<file path="src/hdl/lcc_pkg.sv">
/*
 * Package for the laser channel current register bank: register indices,
 * field positions, reset values, speckle modes and alternation phases.
 * Assumes an APB register bus with 32-bit data; each register is one
 * aligned word at byte address four times its index.
 */
package lcc_pkg;

    // ------------------------------------------------------------------
    // Sizes
    // ------------------------------------------------------------------
    localparam int NUM_CHAN = 3;
    localparam int WORD_W   = 12;
    localparam int TIME_W   = 4;
    localparam int NUM_REGS = 19;

    // ------------------------------------------------------------------
    // Register indices (byte address = index * 4)
    // ------------------------------------------------------------------
    localparam logic [7:0] IDX_FIRST             = 8'h11;
    localparam logic [7:0] IDX_LAST              = 8'h23;
    localparam logic [7:0] IDX_CHAN2_HIGH        = 8'h11;
    localparam logic [7:0] IDX_CHAN2_GAIN_LOW    = 8'h12;
    localparam logic [7:0] IDX_CHAN2_OFFSET_LOW  = 8'h13;
    localparam logic [7:0] IDX_CHAN1_HIGH        = 8'h14;
    localparam logic [7:0] IDX_CHAN1_GAIN_LOW    = 8'h15;
    localparam logic [7:0] IDX_CHAN1_OFFSET_LOW  = 8'h16;
    localparam logic [7:0] IDX_CHAN0_HIGH        = 8'h17;
    localparam logic [7:0] IDX_CHAN0_GAIN_LOW    = 8'h18;
    localparam logic [7:0] IDX_CHAN0_OFFSET_LOW  = 8'h19;
    localparam logic [7:0] IDX_SPECKLE_CTRL      = 8'h1A;
    localparam logic [7:0] IDX_CHAN2_TIMING      = 8'h1B;
    localparam logic [7:0] IDX_CHAN1_TIMING      = 8'h1C;
    localparam logic [7:0] IDX_CHAN0_TIMING      = 8'h1D;
    localparam logic [7:0] IDX_CHAN2_NEG_HIGH    = 8'h1E;
    localparam logic [7:0] IDX_CHAN2_NEG_LOW     = 8'h1F;
    localparam logic [7:0] IDX_CHAN1_NEG_HIGH    = 8'h20;
    localparam logic [7:0] IDX_CHAN1_NEG_LOW     = 8'h21;
    localparam logic [7:0] IDX_CHAN0_NEG_HIGH    = 8'h22;
    localparam logic [7:0] IDX_CHAN0_NEG_LOW     = 8'h23;

    // ------------------------------------------------------------------
    // Field positions, masks and reset value
    // ------------------------------------------------------------------
    localparam int         HIGH_GAIN_LSB   = 4;
    localparam int         HIGH_OFFSET_LSB = 0;
    localparam int         CTRL_MODE_LSB   = 2;
    localparam int         CTRL_MODE_STEP  = 2;
    localparam int         TIME_ON_LSB     = 4;
    localparam int         TIME_OFF_LSB    = 0;
    localparam logic [7:0] NEG_HIGH_MASK   = 8'h0F;
    localparam logic [7:0] CTRL_MASK       = 8'hFC;
    localparam logic [7:0] FULL_MASK       = 8'hFF;
    localparam logic [7:0] REG_RESET       = 8'h00;

    // ------------------------------------------------------------------
    // Speckle modes and alternation phases
    // ------------------------------------------------------------------
    typedef enum logic [1:0] {
        SPK_OFF      = 2'b00,
        SPK_ZERO     = 2'b01,
        SPK_OFFSET   = 2'b10,
        SPK_NEGATIVE = 2'b11
    } lcc_mode_t;

    typedef enum logic {
        PH_ON,
        PH_OFF
    } lcc_phase_t;

endpackage

</file>
<file path="src/hdl/lcc_regs.sv">
/*
 * Laser channel current register bank with speckle-reduction alternation.
 * Holds gain, offset, timing and negative offset words for three channels
 * behind an APB slave and drives each channel's gain and present current.
 * Assumes APB inputs come from logic on CLK_SYS; alternation steps on
 * CLK_SYS, which stands for the device's fast alternation clock.
 * Limitations: only byte lane 0 is stored, so PSTRB[0] low makes a write a
 * silent no-op. Gain and offset words change one byte at a time, so the
 * drive outputs briefly show a mix of old and new bytes; software that
 * cares writes the high register last or parks the channel first.
 * Phase codes are re-read every cycle: lowering one in mid-phase ends the
 * phase early rather than letting its count wrap.
 */
`timescale 1ns/1ns

module lcc_regs
    import lcc_pkg::*;
#(
    parameter int ADDR_W = 8
) (
    // Clock, reset and enable
    input  wire logic                              CLK_SYS,
    input  wire logic                              RST_N,
    input  wire logic                              CLK_EN,
    // APB slave
    input  wire logic                              PSEL,
    input  wire logic                              PENABLE,
    input  wire logic                              PWRITE,
    input  wire logic [ADDR_W-1:0]                 PADDR,
    input  wire logic [31:0]                       PWDATA,
    input  wire logic [3:0]                        PSTRB,
    output logic      [31:0]                       PRDATA,
    output logic                                   PREADY,
    output logic                                   PSLVERR,
    // Channel drive, index 0 to 2 is channel zero to two
    output logic      [NUM_CHAN-1:0][WORD_W-1:0]   CHAN_GAIN,
    output logic      [NUM_CHAN-1:0][WORD_W-1:0]   CHAN_CURRENT,
    output logic      [NUM_CHAN-1:0]               CHAN_OFF_PHASE
);

    // ------------------------------------------------------------------
    // State
    // ------------------------------------------------------------------
    typedef struct packed {
        logic [NUM_REGS-1:0][7:0]             regs;
        lcc_phase_t [NUM_CHAN-1:0]            phase;
        logic [NUM_CHAN-1:0][TIME_W-1:0]      cnt;
        logic [NUM_CHAN-1:0][WORD_W-1:0]      gain;
        logic [NUM_CHAN-1:0][WORD_W-1:0]      current;
        logic [NUM_CHAN-1:0]                  off_phase;
        logic [31:0]                          prdata;
        logic                                 pready;
        logic                                 pslverr;
    } lcc_state_t;

    lcc_state_t  st_r;
    lcc_state_t  st_nxt;
    logic        rst_meta_r;
    logic        rst_sync_n_r;

    // ------------------------------------------------------------------
    // Register map (index; the byte address is four times it)
    // ------------------------------------------------------------------
    // 0x11        channel two high: gain bits [7:4], offset bits [3:0]
    // 0x12, 0x13  channel two gain low, offset low
    // 0x14        channel one high
    // 0x15, 0x16  channel one gain low, offset low
    // 0x17        channel zero high
    // 0x18, 0x19  channel zero gain low, offset low
    // 0x1A        speckle mode: [7:6] two, [5:4] one, [3:2] zero, [1:0] reserved
    // 0x1B..0x1D  phase timing for two, one, zero: [7:4] on code, [3:0] off code
    // 0x1E..0x23  negative offset high nibble and low byte, two down to zero
    // Every register resets to zero. Nothing outside this range is decoded,
    // so a stray access reports an error instead of aliasing onto a live
    // register.

    // ------------------------------------------------------------------
    // Decode helpers
    // ------------------------------------------------------------------

    // Array slot of a register index; only meaningful inside the bank, and
    // every caller either passes a fixed index or is gated by req_hit
    function automatic logic [4:0] slot(input logic [7:0] idx);
        logic [7:0] d;
        d    = idx - IDX_FIRST;
        slot = d[4:0];
    endfunction

    // Writable bits; reserved bits stay zero so they read back as zero
    // Keeping them zero in storage means no read path needs its own mask
    function automatic logic [7:0] wmask(input logic [7:0] idx);
        logic [7:0] m;
        m = FULL_MASK;
        if (idx == IDX_SPECKLE_CTRL) begin
            m = CTRL_MASK;
        end
        if (idx == IDX_CHAN2_NEG_HIGH || idx == IDX_CHAN1_NEG_HIGH ||
            idx == IDX_CHAN0_NEG_HIGH) begin
            m = NEG_HIGH_MASK;
        end
        wmask = m;
    endfunction

    // Twelve-bit word from a high nibble and a low byte
    function automatic logic [WORD_W-1:0] word12(input logic [3:0] hi, input logic [7:0] lo);
        word12 = {hi, lo};
    endfunction

    // Per-channel register indices; channels are laid out from two down to zero
    // The same decoding is needed for every channel, hence functions over c
    function automatic logic [7:0] high_idx(input int c);
        case (c)
            0:       high_idx = IDX_CHAN0_HIGH;
            1:       high_idx = IDX_CHAN1_HIGH;
            default: high_idx = IDX_CHAN2_HIGH;
        endcase
    endfunction

    function automatic logic [7:0] gain_low_idx(input int c);
        case (c)
            0:       gain_low_idx = IDX_CHAN0_GAIN_LOW;
            1:       gain_low_idx = IDX_CHAN1_GAIN_LOW;
            default: gain_low_idx = IDX_CHAN2_GAIN_LOW;
        endcase
    endfunction

    function automatic logic [7:0] offset_low_idx(input int c);
        case (c)
            0:       offset_low_idx = IDX_CHAN0_OFFSET_LOW;
            1:       offset_low_idx = IDX_CHAN1_OFFSET_LOW;
            default: offset_low_idx = IDX_CHAN2_OFFSET_LOW;
        endcase
    endfunction

    function automatic logic [7:0] timing_idx(input int c);
        case (c)
            0:       timing_idx = IDX_CHAN0_TIMING;
            1:       timing_idx = IDX_CHAN1_TIMING;
            default: timing_idx = IDX_CHAN2_TIMING;
        endcase
    endfunction

    function automatic logic [7:0] neg_high_idx(input int c);
        case (c)
            0:       neg_high_idx = IDX_CHAN0_NEG_HIGH;
            1:       neg_high_idx = IDX_CHAN1_NEG_HIGH;
            default: neg_high_idx = IDX_CHAN2_NEG_HIGH;
        endcase
    endfunction

    // ------------------------------------------------------------------
    // Address decode of the current request
    // ------------------------------------------------------------------
    logic [7:0]  req_idx;
    logic        req_hit;
    logic        req_acc;

    // Word-aligned addresses inside the bank hit; anything else errors
    // The access flag covers both access cycles; the ready flop tells them apart
    assign req_idx = 8'(PADDR[ADDR_W-1:2]);
    assign req_hit = (PADDR[1:0] == 2'b00) && (req_idx >= IDX_FIRST) && (req_idx <= IDX_LAST);
    assign req_acc = PSEL && PENABLE;

    // ------------------------------------------------------------------
    // Next-state logic
    // ------------------------------------------------------------------
    always_comb begin
        logic [7:0]        hi;
        logic [7:0]        tim;
        logic [WORD_W-1:0] offs;
        logic [WORD_W-1:0] neg;
        logic [3:0]        target;
        lcc_mode_t         mode;
        hi     = '0;
        tim    = '0;
        offs   = '0;
        neg    = '0;
        target = '0;
        mode   = SPK_OFF;
        st_nxt = st_r;

        // One wait state: ready rises in the second access cycle
        // PRDATA holds between transfers and reads zero after a write; only PREADY qualifies it
        if (req_acc && !st_r.pready) begin
            st_nxt.pready  = 1'b1;
            st_nxt.pslverr = !req_hit;
            st_nxt.prdata  = (req_hit && !PWRITE) ? {24'h000000, st_r.regs[slot(req_idx)]}
                                                  : 32'h00000000;
        end else begin
            st_nxt.pready  = 1'b0;
            st_nxt.pslverr = 1'b0;
        end

        // Write lands at the completing edge; lane 0 carries the byte
        // Refused and unstrobed writes fall through and leave the bank unchanged
        if (req_acc && st_r.pready && PWRITE && req_hit && PSTRB[0]) begin
            st_nxt.regs[slot(req_idx)] = PWDATA[7:0] & wmask(req_idx);
        end

        // Channel alternation and drive, from the freshly written registers
        // Reading st_nxt lets a byte written at the completing edge reach the
        // drive outputs at that same edge, one cycle sooner than st_r would
        for (int c = 0; c < NUM_CHAN; c++) begin
            hi   = st_nxt.regs[slot(high_idx(c))];
            tim  = st_nxt.regs[slot(timing_idx(c))];
            mode = lcc_mode_t'(st_nxt.regs[slot(IDX_SPECKLE_CTRL)]
                               [CTRL_MODE_LSB + CTRL_MODE_STEP*c +: 2]);
            st_nxt.gain[c] = word12(hi[HIGH_GAIN_LSB +: 4],
                                    st_nxt.regs[slot(gain_low_idx(c))]);
            offs = word12(hi[HIGH_OFFSET_LSB +: 4],
                          st_nxt.regs[slot(offset_low_idx(c))]);
            neg  = word12(st_nxt.regs[slot(neg_high_idx(c))][3:0],
                          st_nxt.regs[slot(neg_high_idx(c)) + 5'd1]);

            // Phase timer: code n holds the phase for n + 1 cycles
            // Greater-or-equal, not equal: a code lowered below the running count
            // ends the phase next cycle instead of wrapping past sixteen
            case (st_r.phase[c])
                PH_ON:   target = tim[TIME_ON_LSB +: TIME_W];
                PH_OFF:  target = tim[TIME_OFF_LSB +: TIME_W];
                default: target = '0;
            endcase
            // Mode 00 parks the channel in its on phase with a cleared count,
            // so enabling a mode later always starts from a known point
            if (mode == SPK_OFF) begin
                st_nxt.phase[c] = PH_ON;
                st_nxt.cnt[c]   = '0;
            end else if (st_r.cnt[c] >= target) begin
                st_nxt.cnt[c]   = '0;
                st_nxt.phase[c] = (st_r.phase[c] == PH_ON) ? PH_OFF : PH_ON;
            end else begin
                st_nxt.cnt[c]   = st_r.cnt[c] + 4'h1;
            end

            // Off-phase current per mode; the on phase always drives the offset
            // The offset is the resting current in every mode, alternating or not
            st_nxt.off_phase[c] = (st_nxt.phase[c] == PH_OFF);
            st_nxt.current[c]   = offs;
            if (st_nxt.phase[c] == PH_OFF) begin
                case (mode)
                    SPK_ZERO:     st_nxt.current[c] = '0;
                    SPK_OFFSET:   st_nxt.current[c] = offs;
                    // Clamp at zero so a large negative offset cannot wrap
                    SPK_NEGATIVE: st_nxt.current[c] = (neg > offs) ? '0
                                                      : offs - neg;
                    default:      st_nxt.current[c] = offs;
                endcase
            end
        end
    end

    // ------------------------------------------------------------------
    // Reset synchroniser
    // ------------------------------------------------------------------

    // Release is synchronous so no flop sees a partial reset edge
    // RST_N is read nowhere else; all state uses the synchronised copy
    always_ff @(posedge CLK_SYS or negedge RST_N) begin
        if (!RST_N) begin
            rst_meta_r   <= 1'b0;
            rst_sync_n_r <= 1'b0;
        end else begin
            rst_meta_r   <= 1'b1;
            rst_sync_n_r <= rst_meta_r;
        end
    end

    // ------------------------------------------------------------------
    // State register
    // ------------------------------------------------------------------

    // Clock enable low freezes the whole bank, bus handshake included
    // A master that drops the enable in the wait cycle simply waits longer; a write completing while it is low is lost
    always_ff @(posedge CLK_SYS or negedge rst_sync_n_r) begin
        if (!rst_sync_n_r) begin
            st_r <= '{regs:    {NUM_REGS{REG_RESET}},
                      phase:   '{default: PH_ON},
                      default: '0};
        end else if (CLK_EN) begin
            st_r <= st_nxt;
        end
    end

    // ------------------------------------------------------------------
    // Outputs
    // ------------------------------------------------------------------
    // Plain copies of state registers, so no combinational path reaches a pin
    assign PRDATA         = st_r.prdata;
    assign PREADY         = st_r.pready;
    assign PSLVERR        = st_r.pslverr;
    assign CHAN_GAIN      = st_r.gain;
    assign CHAN_CURRENT   = st_r.current;
    assign CHAN_OFF_PHASE = st_r.off_phase;

endmodule

</file>
<file path="config.mk">
export PLATFORM = sky130hd
export DESIGN_NAME = lcc_regs
export DESIGN_NICKNAME = d
export VERILOG_FILES = /design/src/hdl/lcc_pkg.sv /design/src/hdl/lcc_regs.sv
export SDC_FILE = /design/constraint.sdc
export NUM_CORES = 1
export LEC_CHECK = 0
export ABC_AREA = 1
export BUFFER_PORTS_ARGS = -buffer_cell sky130_fd_sc_hd__buf_2
export CAP_MARGIN = 20
export CORE_ASPECT_RATIO = 0.5
export CORE_UTILIZATION = 36
export CTS_CLUSTER_SIZE = 12
export DETAILED_ROUTE_END_ITERATION = 8
export GPL_TIMING_DRIVEN = 0
export SYNTH_ARGS = -nofsm -noshare
export SYNTH_HDL_FRONTEND = slang
export SYNTH_SLANG_ARGS = --single-unit
</file>
<file path="constraint.sdc">
create_clock -name CLK_SYS -period 6 [get_ports CLK_SYS]
set_input_delay 0.9 -clock CLK_SYS [delete_from_list [all_inputs] [get_ports CLK_SYS]]
set_output_delay 0.9 -clock CLK_SYS [all_outputs]
set_load 0.02 [all_outputs]
</file>
==> flow_metrics.env, run 1 <==
export IMPL_endpoint_kind="register"
export IMPL_die_h_um=148
export IMPL_synth_mux_area_share_pct=0.524
export IMPL_cap_violations=0
export IMPL_critical_path_cell_count=25
export IMPL_drc_errors=0
export IMPL_fin_util_pct=42.5
export IMPL_pwr_density_cell_mw_per_mm2=224
export IMPL_preCtsSetupSlack_ps=-1210
export IMPL_post_drt_wl_per_cell_um=20.6
export IMPL_final_layout_size_suffix_gt1_share_pct=15.1
export IMPL_yosysMostFrequentCell="nand2_1"
export IMPL_hold_viol=0
export IMPL_cp_max_fo=18
export IMPL_nNetsFinal=2453
export IMPL_cts_root_buf="clkbuf_16"
export IMPL_clock_fmax_mhz=173
export IMPL_synth_top_area_share_pct=35.2
export IMPL_grt_max_degree=68
export IMPL_fin_skew_ps=20.7
export IMPL_post_cts_setup_buffers=0
export IMPL_grt_total_usage_pct=28.0
export IMPL_synth_compound_area_share_pct=18.1
export IMPL_wirelength_um=60600
export IMPL_p_sw_share_pct=34.3
export IMPL_internal_power_mw=2.57
export IMPL_async_reset_ff_share_pct=100
export IMPL_p_total_mw=3.91
export IMPL_clkPwrFrac_pct=36.7
export IMPL_arrival_ps=6270
export IMPL_yosys_register_bits=215
export IMPL_start_kind="input pin"
export IMPL_cp_slowest_stage_delay_ps=460
export IMPL_synth_top_family_by_area="simple AND/OR/NAND/NOR gates"
export IMPL_yosys_area_share_simple_pct=28.0
export IMPL_clockBufferDepth=3
export IMPL_period_minus_slack_ps=5780
export IMPL_synthesis_area_sq_mm=0.0153
export IMPL_power_switching_mw=1.34
export IMPL_seqPwrFrac_pct=39.4
export IMPL_hp_class="input pin to asynchronous set/reset pin"
export IMPL_cp_data_required_time_ps=6490
export IMPL_ctsHoldBuffers=0
export IMPL_critical_path_class="input pin to register"
export IMPL_synth_commonest_cells="nand2_1, o21ai_0, dfrtp_1"
export IMPL_period_share_pct=96.4
export IMPL_synth_fa_ha_area_share_pct=3.99
export IMPL_rrSetupSlack_ps=1430
export IMPL_clock_latency_ps=570
export IMPL_start_util_pct=37.2
export IMPL_power_frac_comb_pct=23.9
export IMPL_reg2regPathDepth=23
export IMPL_yosys_warnings=0
export IMPL_synthTopCellsByArea="dfrtp_1, nand2_1, o21ai_0"
export IMPL_dr_pass1_iters=5
export IMPL_ys_types=54
export IMPL_post_dp_hpwl_um=45900
export IMPL_slowest_stage="inv_1"
export IMPL_path_buf_inv=9
export IMPL_r2r_end="CHAN_CURRENT[7]$_DFFE_PN0P_"
export IMPL_gp_congestion=1.05
export IMPL_n_antenna_cell=0
export IMPL_critPathTopFamily="buffers and inverters"
export IMPL_yosysTopAreaCell="dfrtp_1"
export IMPL_numClockSinks=215
export IMPL_num_vias=15693
export IMPL_r2r_start="PREADY$_DFFE_PN0P_"
export IMPL_io_buffers=106
export IMPL_io_pins=159
export IMPL_synth_ff_type="dfrtp_1"
export IMPL_antenna_found_initial=0
export IMPL_whs_ps=115
export IMPL_leakagePower_nw=8.94
export IMPL_rows=52
export IMPL_synth_edff_count=0
export IMPL_maxSlewViolCount=0
export IMPL_status="complete, no violations"
export IMPL_setup_tns_final_ps=0
export IMPL_cts_tree="yes"
export IMPL_cts_buffers=23
export IMPL_vdd_drop_max_mv=0.201
export IMPL_grt_pass1_vias=14355
export IMPL_gr_total_overflow=0
export IMPL_syn_to_final_growth_pct=14.2
export IMPL_crit_end="CHAN_CURRENT[7]$_DFFE_PN0P_"
export IMPL_yosysSeqAreaShare_pct=35.2
export IMPL_grt_pass1_wl_um=91100
export IMPL_drt_iter0_markers=1729
export IMPL_postSynthCellCount=2198
export IMPL_tightest_slew_ps=1130
export IMPL_relSlewSlack_pct=24.4
export IMPL_die_x_um=293
export IMPL_startpoint="PADDR[2]"
export IMPL_coreArea_sq_mm=0.0411
export IMPL_rsz0062_at_grt="false"
export IMPL_die_area_sq_mm=0.0434
export IMPL_h_tree_depth=1
export IMPL_setup_violations=0
export IMPL_via_per_inst=5.34
export IMPL_fin_ws_ps=218
export IMPL_synth_xor_area_share_pct=0.973
export IMPL_clkSlewWorstSetupHoldPaths_ps=60
export IMPL_ant_nets=0
export IMPL_syn_avg_cell_area_sq_um=6.96
kinds of logic (layout without fill, tap and decap cells):
family / Yosys count / after routing
AOI/OAI and AO/OA: 513 / 513
xor gates and xnor gates: 17 / 17
other: 2 / 25
and+or+nand+nor: 1000 / 1000
adders and majority gates: 47 / 47
muxes: 8 / 8
buffers and inverters: 396 / 545
DFF: 215 / 215
cells in the final DEF, fill, tap and decap left out, types with 4 or more instances in the layout:
| master | instances |
|---|---|
| a21oi_1 | 120 |
| a32o_1 | 4 |
| a32oi_1 | 7 |
| buf_1 | 7 |
| buf_2 | 109 |
| buf_4 | 108 |
| buf_6 | 16 |
| clkbuf_1 | 79 |
| clkbuf_16 | 23 |
| clkbuf_8 | 6 |
| conb_1 | 25 |
| dfrtp_1 | 214 |
| ha_1 | 44 |
| inv_1 | 179 |
| inv_2 | 6 |
| mux2i_1 | 8 |
| nand2_1 | 688 |
| nand2_2 | 39 |
| nand2_4 | 5 |
| nand3_1 | 111 |
| nand3_2 | 5 |
| nand3b_1 | 5 |
| nand4_1 | 23 |
| nor2_1 | 89 |
| nor2_2 | 8 |
| nor2_4 | 5 |
| nor3_1 | 9 |
| o211ai_1 | 15 |
| o21ai_0 | 291 |
| o21ai_1 | 37 |
| o21ai_2 | 5 |
| o21bai_1 | 11 |
| or2_2 | 4 |
| xor2_1 | 15 |
flip-flops by register name, summed over array words and instances, names as in the netlist, named ones only:
signal,cells
PRDATA,8
CHAN_GAIN,3
CHAN_CURRENT,36
rst_sync_n_r,1
rst_meta_r,1
PSLVERR,1
PREADY,1
st_r,160
CHAN_OFF_PHASE,2
worst min-delay path by stage:
stage	end	slack, ps	cells past startpoint	startpoint
global route	rst_sync_n_r$_DFF_PN0_	110	1	RST_N
global placement	rst_sync_n_r$_DFF_PN0_	340	0	rst_meta_r$_DFF_PN0_
CTS	rst_sync_n_r$_DFF_PN0_	100	1	RST_N
finish	rst_sync_n_r$_DFF_PN0_	110	1	RST_N
floorplan	rst_sync_n_r$_DFF_PN0_	330	0	rst_meta_r$_DFF_PN0_
detailed placement	st_r[115]$_DFFE_PN0P_	340	0	rst_sync_n_r$_DFF_PN0_
power by group through the flow:
stage | sequential (mW) | combinational [mW] | clock (mW)
after global routing | 1.55 | 1.02 | 1.50
final | 1.54 | 0.936 | 1.43
after CTS | 1.54 | 0.912 | 1.45
after floorplan | 1.57 | 0.608 | 0
after detailed placement | 1.57 | 0.909 | 0
after global placement | 1.59 | 0.872 | 0
final cells by class:
| class | instances | area [sq um] |
|---|---|---|
| Buffer | 206 | 1310 |
| Clock buffer | 36 | 684 |
| Clock inverter | 3 | 30.0 |
| Fill cell | 4320 | 23700 |
| Inverter | 189 | 711 |
| Multi-Input combinational cell | 1610 | 8010 |
| Sequential cell | 215 | 5380 |
| Tap cell | 567 | 709 |
| Timing Repair Buffer | 111 | 636 |
stage by stage:
stage          area, sq um  instances
3_3_place_gp         16600       2894
2_1_floorplan        15400       2221
4_1_cts              17400       2936
5_1_grt              17500       2937
3_5_place_dp         16700       2897
6_report             17500       2937
metal layers:
metal / GRT usage (%) / wire (um) / share of wire (%) / vias up
met4: 10.2 / 2410 / 4.0 / 0
met2: 40.3 / 24700 / 41 / 718
met3: 5.23 / 5890 / 9.7 / 132
li1: - / - / - / 7382
met5: 0 / 0 / 0 / -
met1: 41.5 / 27600 / 46 / 7461
timing repair:
action                                  CTS  global route
resized for setup                         6             4
endpoints found under the hold margin     0             0
cloned                                    0             0
endpoints found under the setup margin   30            35
worst reg2reg max path, stage by stage, from the launching register on:
cell and delay, ps:
dfrtp_1 390, nand3_1 100, nor2_1 120, nand3_2 140, buf_6 200, nor2_1 250, inv_1 90, nor2_2 300
clkbuf_1 350, o21ai_0 180, o21ai_0 190, ha_1 270, inv_1 60, nor2_1 30, o211ai_1 150, nand3_1 130
xor2_1 180, nor2_1 440, clkinv_2 330, nor2_1 240, inv_1 100, nand2_1 120, o21ai_1 80, nand2_1 50
No activity file was read; power rests on OpenSTA's default activity.
==> inputs of run 2 (changes only) <==
--- a/config.mk
+++ b/config.mk
@@ -12,7 +12,8 @@
 export CORE_UTILIZATION = 36
 export CTS_CLUSTER_SIZE = 12
 export DETAILED_ROUTE_END_ITERATION = 8
-export GPL_TIMING_DRIVEN = 0
+export PLACE_DENSITY = 0.54
+export SLEW_MARGIN = 10
 export SYNTH_ARGS = -nofsm -noshare
 export SYNTH_HDL_FRONTEND = slang
 export SYNTH_SLANG_ARGS = --single-unit
==> run 2 against run 1 <==
Combinational power is 10% lower; wire length shrank 17%; clock skew is 5.0 ps lower; count of clock-buffer cells in the layout rose by 2; design area shrank 6.3%; critical path type unchanged; critical endpoint is now CHAN_CURRENT[16]$_DFFE_PN0P_.
==> flow_metrics.env, run 2 (synthesized netlist as in run 1, its figures left out) <==
export IMPL_relSlewSlack_pct=30.6
export IMPL_start_util_pct=37.2
export IMPL_start_kind="input pin"
export IMPL_reg2regPathDepth=20
export IMPL_seq_area_sq_mm=0.00538
export IMPL_post_drt_wl_per_cell_um=18.3
export IMPL_dr_pass1_iters=5
export IMPL_grt_total_usage_pct=23.3
export IMPL_cts_tree="yes"
export IMPL_grt_pass1_vias=12953
export IMPL_whs_ps=143
export IMPL_die_area_sq_mm=0.0434
export IMPL_nNetsFinal=2277
export IMPL_hp_class="input pin to asynchronous set/reset pin"
export IMPL_clkSlewWorstSetupHoldPaths_ps=60
export IMPL_vdd_drop_max_mv=0.231
export IMPL_multi_input_area_sq_mm=0.00798
export IMPL_period_minus_slack_ps=4880
export IMPL_r2r_end="CHAN_CURRENT[16]$_DFFE_PN0P_"
export IMPL_leakagePower_nw=8.30
export IMPL_setup_violations=0
export IMPL_maxSlewViolCount=0
export IMPL_wirelength_um=50500
export IMPL_io_buffers=107
export IMPL_cp_max_fo=16
export IMPL_setup_tns_final_ps=0
export IMPL_cp_data_required_time_ps=6480
export IMPL_r2r_start="PREADY$_DFFE_PN0P_"
export IMPL_arrival_ps=5360
export IMPL_num_vias=14251
export IMPL_numClockSinks=215
export IMPL_post_dp_hpwl_um=36900
export IMPL_pwr_density_cell_mw_per_mm2=237
export IMPL_rsz0062_at_grt="false"
export IMPL_antenna_found_initial=0
export IMPL_fill_cells=4397
export IMPL_n_antenna_cell=0
export IMPL_grt_pass1_wl_um=78000
export IMPL_fin_skew_ps=15.7
export IMPL_hold_viol=0
export IMPL_clock_latency_ps=540
export IMPL_rows=52
export IMPL_die_h_um=148
export IMPL_grt_max_degree=88
export IMPL_gp_congestion=0.933
export IMPL_drc_errors=0
export IMPL_clock_fmax_mhz=205
export IMPL_post_cts_setup_buffers=0
export IMPL_final_layout_size_suffix_gt1_share_pct=11.6
export IMPL_regMostFlops="st_r"
export IMPL_cts_buffers=24
export IMPL_ctsHoldBuffers=0
export IMPL_final_common_cell="nand2_1"
export IMPL_syn_to_final_growth_pct=7.03
export IMPL_gr_total_overflow=0
export IMPL_endpoint_kind="register"
export IMPL_status="complete, no violations"
export IMPL_critical_path_class="input pin to register"
export IMPL_via_per_inst=5.16
export IMPL_drt_iter0_markers=1398
export IMPL_clockBufferDepth=3
export IMPL_h_tree_depth=1
export IMPL_postCtsResizedCells=0
export IMPL_rrSetupSlack_ps=1630
export IMPL_period_share_pct=81.4
export IMPL_tightest_slew_ps=1040
export IMPL_cap_violations=0
export IMPL_coreArea_sq_mm=0.0411
export IMPL_die_x_um=293
export IMPL_cts_root_buf="clkbuf_16"
export IMPL_largest_reg_flops=160
export IMPL_io_pins=159
export IMPL_ant_nets=0
export IMPL_layout_common_cells="nand2_1, o21ai_0, dfrtp_1"
run 2: changes by cell type in the layout (fill, tap and decap cells not counted), moves of 2 or more:
cell | before | now
clkbuf_1 | 79 | 8
nor2_1 | 89 | 94
buf_4 | 108 | 31
clkinv_4 | 0 | 2
buf_16 | 3 | 1
nand2_1 | 688 | 690
buf_6 | 16 | 0
clkbuf_16 | 23 | 25
clkinv_2 | 3 | 1
buf_1 | 7 | 0
nand2_2 | 39 | 37
buf_2 | 109 | 107
nor2_2 | 8 | 4
run 2: per-layer routing:
metal  GRT usage (%)  share of wire [%]
met4            4.45                1.6
met2            34.6                 42
met3            4.33                7.7
met1            35.2                 49
met5               0                  0
run 2: where the power goes:
| part | switching, mW | internal [mW] |
|---|---|---|
| Sequential | 0.0351 | 1.50 |
| Clock | 0.633 | 0.869 |
| Combinational | 0.594 | 0.245 |
| Total | 1.26 | 2.62 |
run 2: final cells by class:
type	count	area share, %
Timing Repair Buffer	140	4.91
Clock buffer	38	4.43
Tap cell	567	4.33
Sequential cell	215	32.9
Inverter	189	4.35
Multi-Input combinational cell	1610	48.8
Clock inverter	4	0.321
run 2: metrics by stage:
stage	cell area, sq um	util, %	power, mW	instances	setup WS (ps)
2_1_floorplan	15400	-	2.18	2221	1000
6_report	16400	39.8	3.88	2763	1120
5_1_grt	16400	39.8	4.08	2763	659
3_5_place_dp	15600	37.8	2.39	2719	648
4_1_cts	16300	39.7	3.91	2761	1150
3_3_place_gp	15600	37.8	2.39	2719	725
run 2: how the worst max path moves through the flow:
| stage | start | slack [ps] | depth (start not counted) | endpoint |
|---|---|---|---|---|
| after detailed placement | PADDR[3] | 650 | 24 | CHAN_CURRENT[16]$_DFFE_PN0P_ |
| after CTS | PADDR[3] | 1150 | 24 | CHAN_CURRENT[16]$_DFFE_PN0P_ |
| after floorplan | PADDR[2] | 1000 | 28 | CHAN_CURRENT[7]$_DFFE_PN0P_ |
| after global placement | PADDR[3] | 730 | 24 | CHAN_CURRENT[13]$_DFFE_PN0P_ |
| after global routing | PADDR[3] | 660 | 24 | CHAN_CURRENT[12]$_DFFE_PN0P_ |
| final | PADDR[3] | 1120 | 24 | CHAN_CURRENT[16]$_DFFE_PN0P_ |
run 2: worst max-delay path: stages:
cell and delay, ps:
buf_2 140, inv_1 90, ha_1 280, nand2_2 120
nand2_2 70, nand3_2 90, nand3_2 280, nor2_1 240
inv_1 120, nor2_1 140, buf_4 220, o21ai_0 120
o21ai_0 220, ha_1 290, inv_1 70, nor2_1 40
o211ai_1 150, nand3_1 130, xor2_1 170, nor2_1 520
inv_1 370, nor2_1 360, o21ai_0 150, nand2_1 70
==> inputs of run 3 (changes only) <==
--- a/config.mk
+++ b/config.mk
@@ -5,7 +5,7 @@
 export SDC_FILE = /design/constraint.sdc
 export NUM_CORES = 1
 export LEC_CHECK = 0
-export ABC_AREA = 1
+export ABC_AREA = 0
 export BUFFER_PORTS_ARGS = -buffer_cell sky130_fd_sc_hd__buf_2
 export CAP_MARGIN = 20
 export CORE_ASPECT_RATIO = 0.5
==> constraint.sdc (replaced) <==
create_clock -name CLK_SYS -period 4.45 [get_ports CLK_SYS]
set_input_delay 0.6675 -clock CLK_SYS [delete_from_list [all_inputs] [get_ports CLK_SYS]]
set_output_delay 0.6675 -clock CLK_SYS [all_outputs]
set_load 0.02 [all_outputs]
==> run 3 against run 2 <==
Core utilization increased by 5.6 points; count of clock-buffer cells in the layout decreased by 7; the flow now finishes with violations (design-rule violations, negative setup slack); global-route usage increased by 3.3 points; largest cell class unchanged; register-to-register slack got worse by 1300 ps; wire length increased by 10%; non-clock buffer count increased by 252; clock skew increased by 1.7 ps; sequential share of layout area decreased by 3.5 points; die area decreased by 3.4%; largest power group unchanged.
==> flow_metrics.env, run 3 <==
export IMPL_h_tree_depth=1
export IMPL_met1_usage_pct=41.4
export IMPL_fin_util_pct=45.4
export IMPL_wirelength_um=55700
export IMPL_yosysTopAreaCell="dfrtp_1"
export IMPL_ant_nets=0
export IMPL_gr_total_overflow=0
export IMPL_num_vias=13400
export IMPL_grtUsageMet2_pct=35.7
export IMPL_use_met3_pct=7.70
export IMPL_n_antenna_cell=0
export IMPL_slowest_stage="nor4b_4"
export IMPL_dr_pass1_iters=8
export IMPL_grt_pass1_wl_um=82600
export IMPL_period_share_pct=100
export IMPL_synth_top_area_share_pct=36.4
export IMPL_critical_path_class="input pin to register"
export IMPL_clkPwrFrac_pct=37.3
export IMPL_clock_fmax_mhz=224
export IMPL_grt_max_degree=144
export IMPL_start_util_pct=36.5
export IMPL_cts_buffers=24
export IMPL_yosysMostFrequentCell="dfrtp_1"
export IMPL_post_dp_hpwl_um=42500
export IMPL_drc_errors=10
export IMPL_arrival_ps=4940
export IMPL_clock_latency_ps=540
export IMPL_syn_to_final_growth_pct=24.1
export IMPL_crit_chain="buf_8 -> inv_4 -> buf_4 -> ha_1 -> nor4b_4 -> buf_4 -> a2bb2oi_4 -> a211o_4 -> buf_4 -> a21oi_4 -> ha_4 -> fa_2 -> inv_2 -> a21oi_2 -> maj3_2 -> a221o_1 -> maj3_2 -> o311ai_4 -> a311oi_4 -> a211oi_2 -> buf_4 -> o22a_1"
export IMPL_pwr_density_cell_mw_per_mm2=303
export IMPL_whs_ps=351
export IMPL_grt_most_used_layer="met1"
export IMPL_violations="design-rule violations, negative setup slack"
export IMPL_yosys_register_bits=215
export IMPL_cp_max_fo=6
export IMPL_synth_ff_type="dfrtp_1"
export IMPL_hold_viol=0
export IMPL_ys_types=86
export IMPL_cts_tree="yes"
export IMPL_tightest_slew_ps=950
export IMPL_status="finished, violations left"
export IMPL_period_minus_slack_ps=4470
export IMPL_yosys_warnings=0
export IMPL_leakagePower_nw=8.27
export IMPL_die_area_sq_mm=0.0419
export IMPL_yosysSeqAreaShare_pct=36.4
export IMPL_rows=52
export IMPL_vdd_drop_max_mv=0.241
export IMPL_synth_edff_count=0
export IMPL_cp_common_cell="buf_4"
export IMPL_async_reset_ff_share_pct=100
export IMPL_die_x_um=288
export IMPL_setup_violations=2
export IMPL_fill_cells=3917
export IMPL_antenna_found_initial=4
export IMPL_internal_power_mw=3.81
export IMPL_endpoint_kind="register"
export IMPL_fin_skew_ps=17.4
export IMPL_synthesis_area_sq_mm=0.0148
export IMPL_post_drt_wl_per_cell_um=23.0
export IMPL_largest_reg_flops=160
export IMPL_cts_root_buf="clkbuf_16"
export IMPL_cp_data_required_time_ps=4920
export IMPL_final_common_cell="buf_4"
export IMPL_p_sw_share_pct=31.5
export IMPL_rsz0062_at_grt="true"
export IMPL_synth_commonest_cells="dfrtp_1, nand2_1, nor2_1"
export IMPL_via_per_inst=5.53
export IMPL_cp_slowest_stage_delay_ps=380
export IMPL_grt_total_usage_pct=26.6
export IMPL_io_pins=159
export IMPL_clkSlewWorstSetupHoldPaths_ps=60
export IMPL_fin_ws_ps=-19.1
export IMPL_seqPwrFrac_pct=38.7
export IMPL_synthTopCellsByArea="dfrtp_1, mux4_2, buf_4"
export IMPL_die_h_um=145
export IMPL_syn_avg_cell_area_sq_um=9.05
export IMPL_maxSlewViolCount=0
export IMPL_numClockSinks=215
export IMPL_power_frac_comb_pct=24.1
export IMPL_layout_common_cells="buf_4, dfrtp_1, nand2_1"
export IMPL_hp_class="register to register"
export IMPL_grt_pass1_vias=12568
export IMPL_regMostFlops="st_r"
export IMPL_power_switching_mw=1.75
export IMPL_clockBufferDepth=3
export IMPL_cap_violations=0
export IMPL_drt_iter0_markers=1332
export IMPL_gp_congestion=0.986
export IMPL_start_kind="input pin"
export IMPL_nNetsFinal=1966
export IMPL_final_layout_size_suffix_gt1_share_pct=34.1
export IMPL_relSlewSlack_pct=36.7
export IMPL_postSynthCellCount=1631
export IMPL_io_buffers=107
export IMPL_coreArea_sq_mm=0.0404
[run 3: cell count changes after synthesis, moves of 37 or more]
cell and change:
nor2_1 +53, nand2_2 -37, mux2_2 +65, inv_1 -134, nand2_1 -493, nand3_1 -65, o21ai_0 -150, mux4_2 +44
[run 3: cell families after synthesis]
group / after synthesis / synth area share (%)
AND/OR/NAND/NOR: 530 / 16.7
AO/OA/AOI/OAI: 414 / 17.6
buffers and inverters: 250 / 9.24
flip-flops: 215 / 36.4
multiplexers: 135 / 13.4
adder cells (fa/ha/maj): 56 / 4.76
XOR/XNOR: 29 / 1.72
other: 2 / 0.0509
[run 3: layout make-up]
type	instances	area, sq um	area share, %
Tap cell	540	676	3.69
Clock buffer	31	698	3.81
Timing Repair Buffer	392	2750	15.0
Sequential cell	215	5380	29.4
Inverter	47	181	0.990
Clock inverter	8	90.1	0.492
Multi-Input combinational cell	1189	8550	46.6
[run 3: through the flow]
stage                     power [mW]  TNS, ps  setup slack [ps]  instance area, sq um  instances
after floorplan                 2.93   -23920             -1130                 15100       1654
after global placement          3.45   -17290              -802                 17100       2371
after detailed placement        3.45   -18670              -832                 17100       2371
after CTS                       5.53     -252             -64.4                 18000       2416
after global routing            5.79    -1530              -146                 18300       2422
final                           5.56    -26.6             -19.1                 18300       2422
[run 3: final timing paths]
| kind | from | end | slack (ps) | depth (start not counted) |
|---|---|---|---|---|
| worst max-delay path | PADDR[3] | CHAN_CURRENT[16]$_DFFE_PN0P_ | -20 | 22 |
| worst min-delay path | rst_meta_r$_DFF_PN0_ | rst_sync_n_r$_DFF_PN0_ | 350 | 0 |
| worst max register to register | PREADY$_DFFE_PN0P_ | CHAN_CURRENT[16]$_DFFE_PN0P_ | 280 | 17 |
| worst min register to register | rst_meta_r$_DFF_PN0_ | rst_sync_n_r$_DFF_PN0_ | 350 | 0 |
| max in group asynchronous | rst_sync_n_r$_DFF_PN0_ | st_r[252]$_DFFE_PN0P_ | 3240 | 1 |
| min in group asynchronous | rst_sync_n_r$_DFF_PN0_ | st_r[119]$_DFFE_PN0P_ | 370 | 1 |
[run 3: critical path: cells and delay by family]
family	cells	cell delay [ps]
fa+ha+maj	5	1390
buf+inv	7	810
compound gates	9	1670
simple gates	1	380
[run 3: power by group through the flow]
stage	Combinational, mW	Clock (mW)	Sequential (mW)
floorplan	0.786	0	2.15
global placement	1.27	0	2.18
detailed placement	1.27	0	2.18
CTS	1.29	2.10	2.14
global route	1.44	2.20	2.15
finish	1.34	2.07	2.15
[run 3: routing by layer]
layer / routed length [um] / share of wire (%) / vias to the layer above
li1: - / - / 6203
met1: 26800 / 48 / 6609
met2: 22100 / 40 / 515
met3: 5730 / 10 / 69
met4: 1110 / 2.0 / 4
met5: 29 / 0.052 / -
[run 3: repair_timing]
item                                    CTS  global route
cloned                                    0             0
hold buffers                              1             0
hold endpoints to repair                  2             0
resized for setup                        21            55
endpoints found under the setup margin   15            36
pin swaps                                20            40
buffers inserted                          5             6
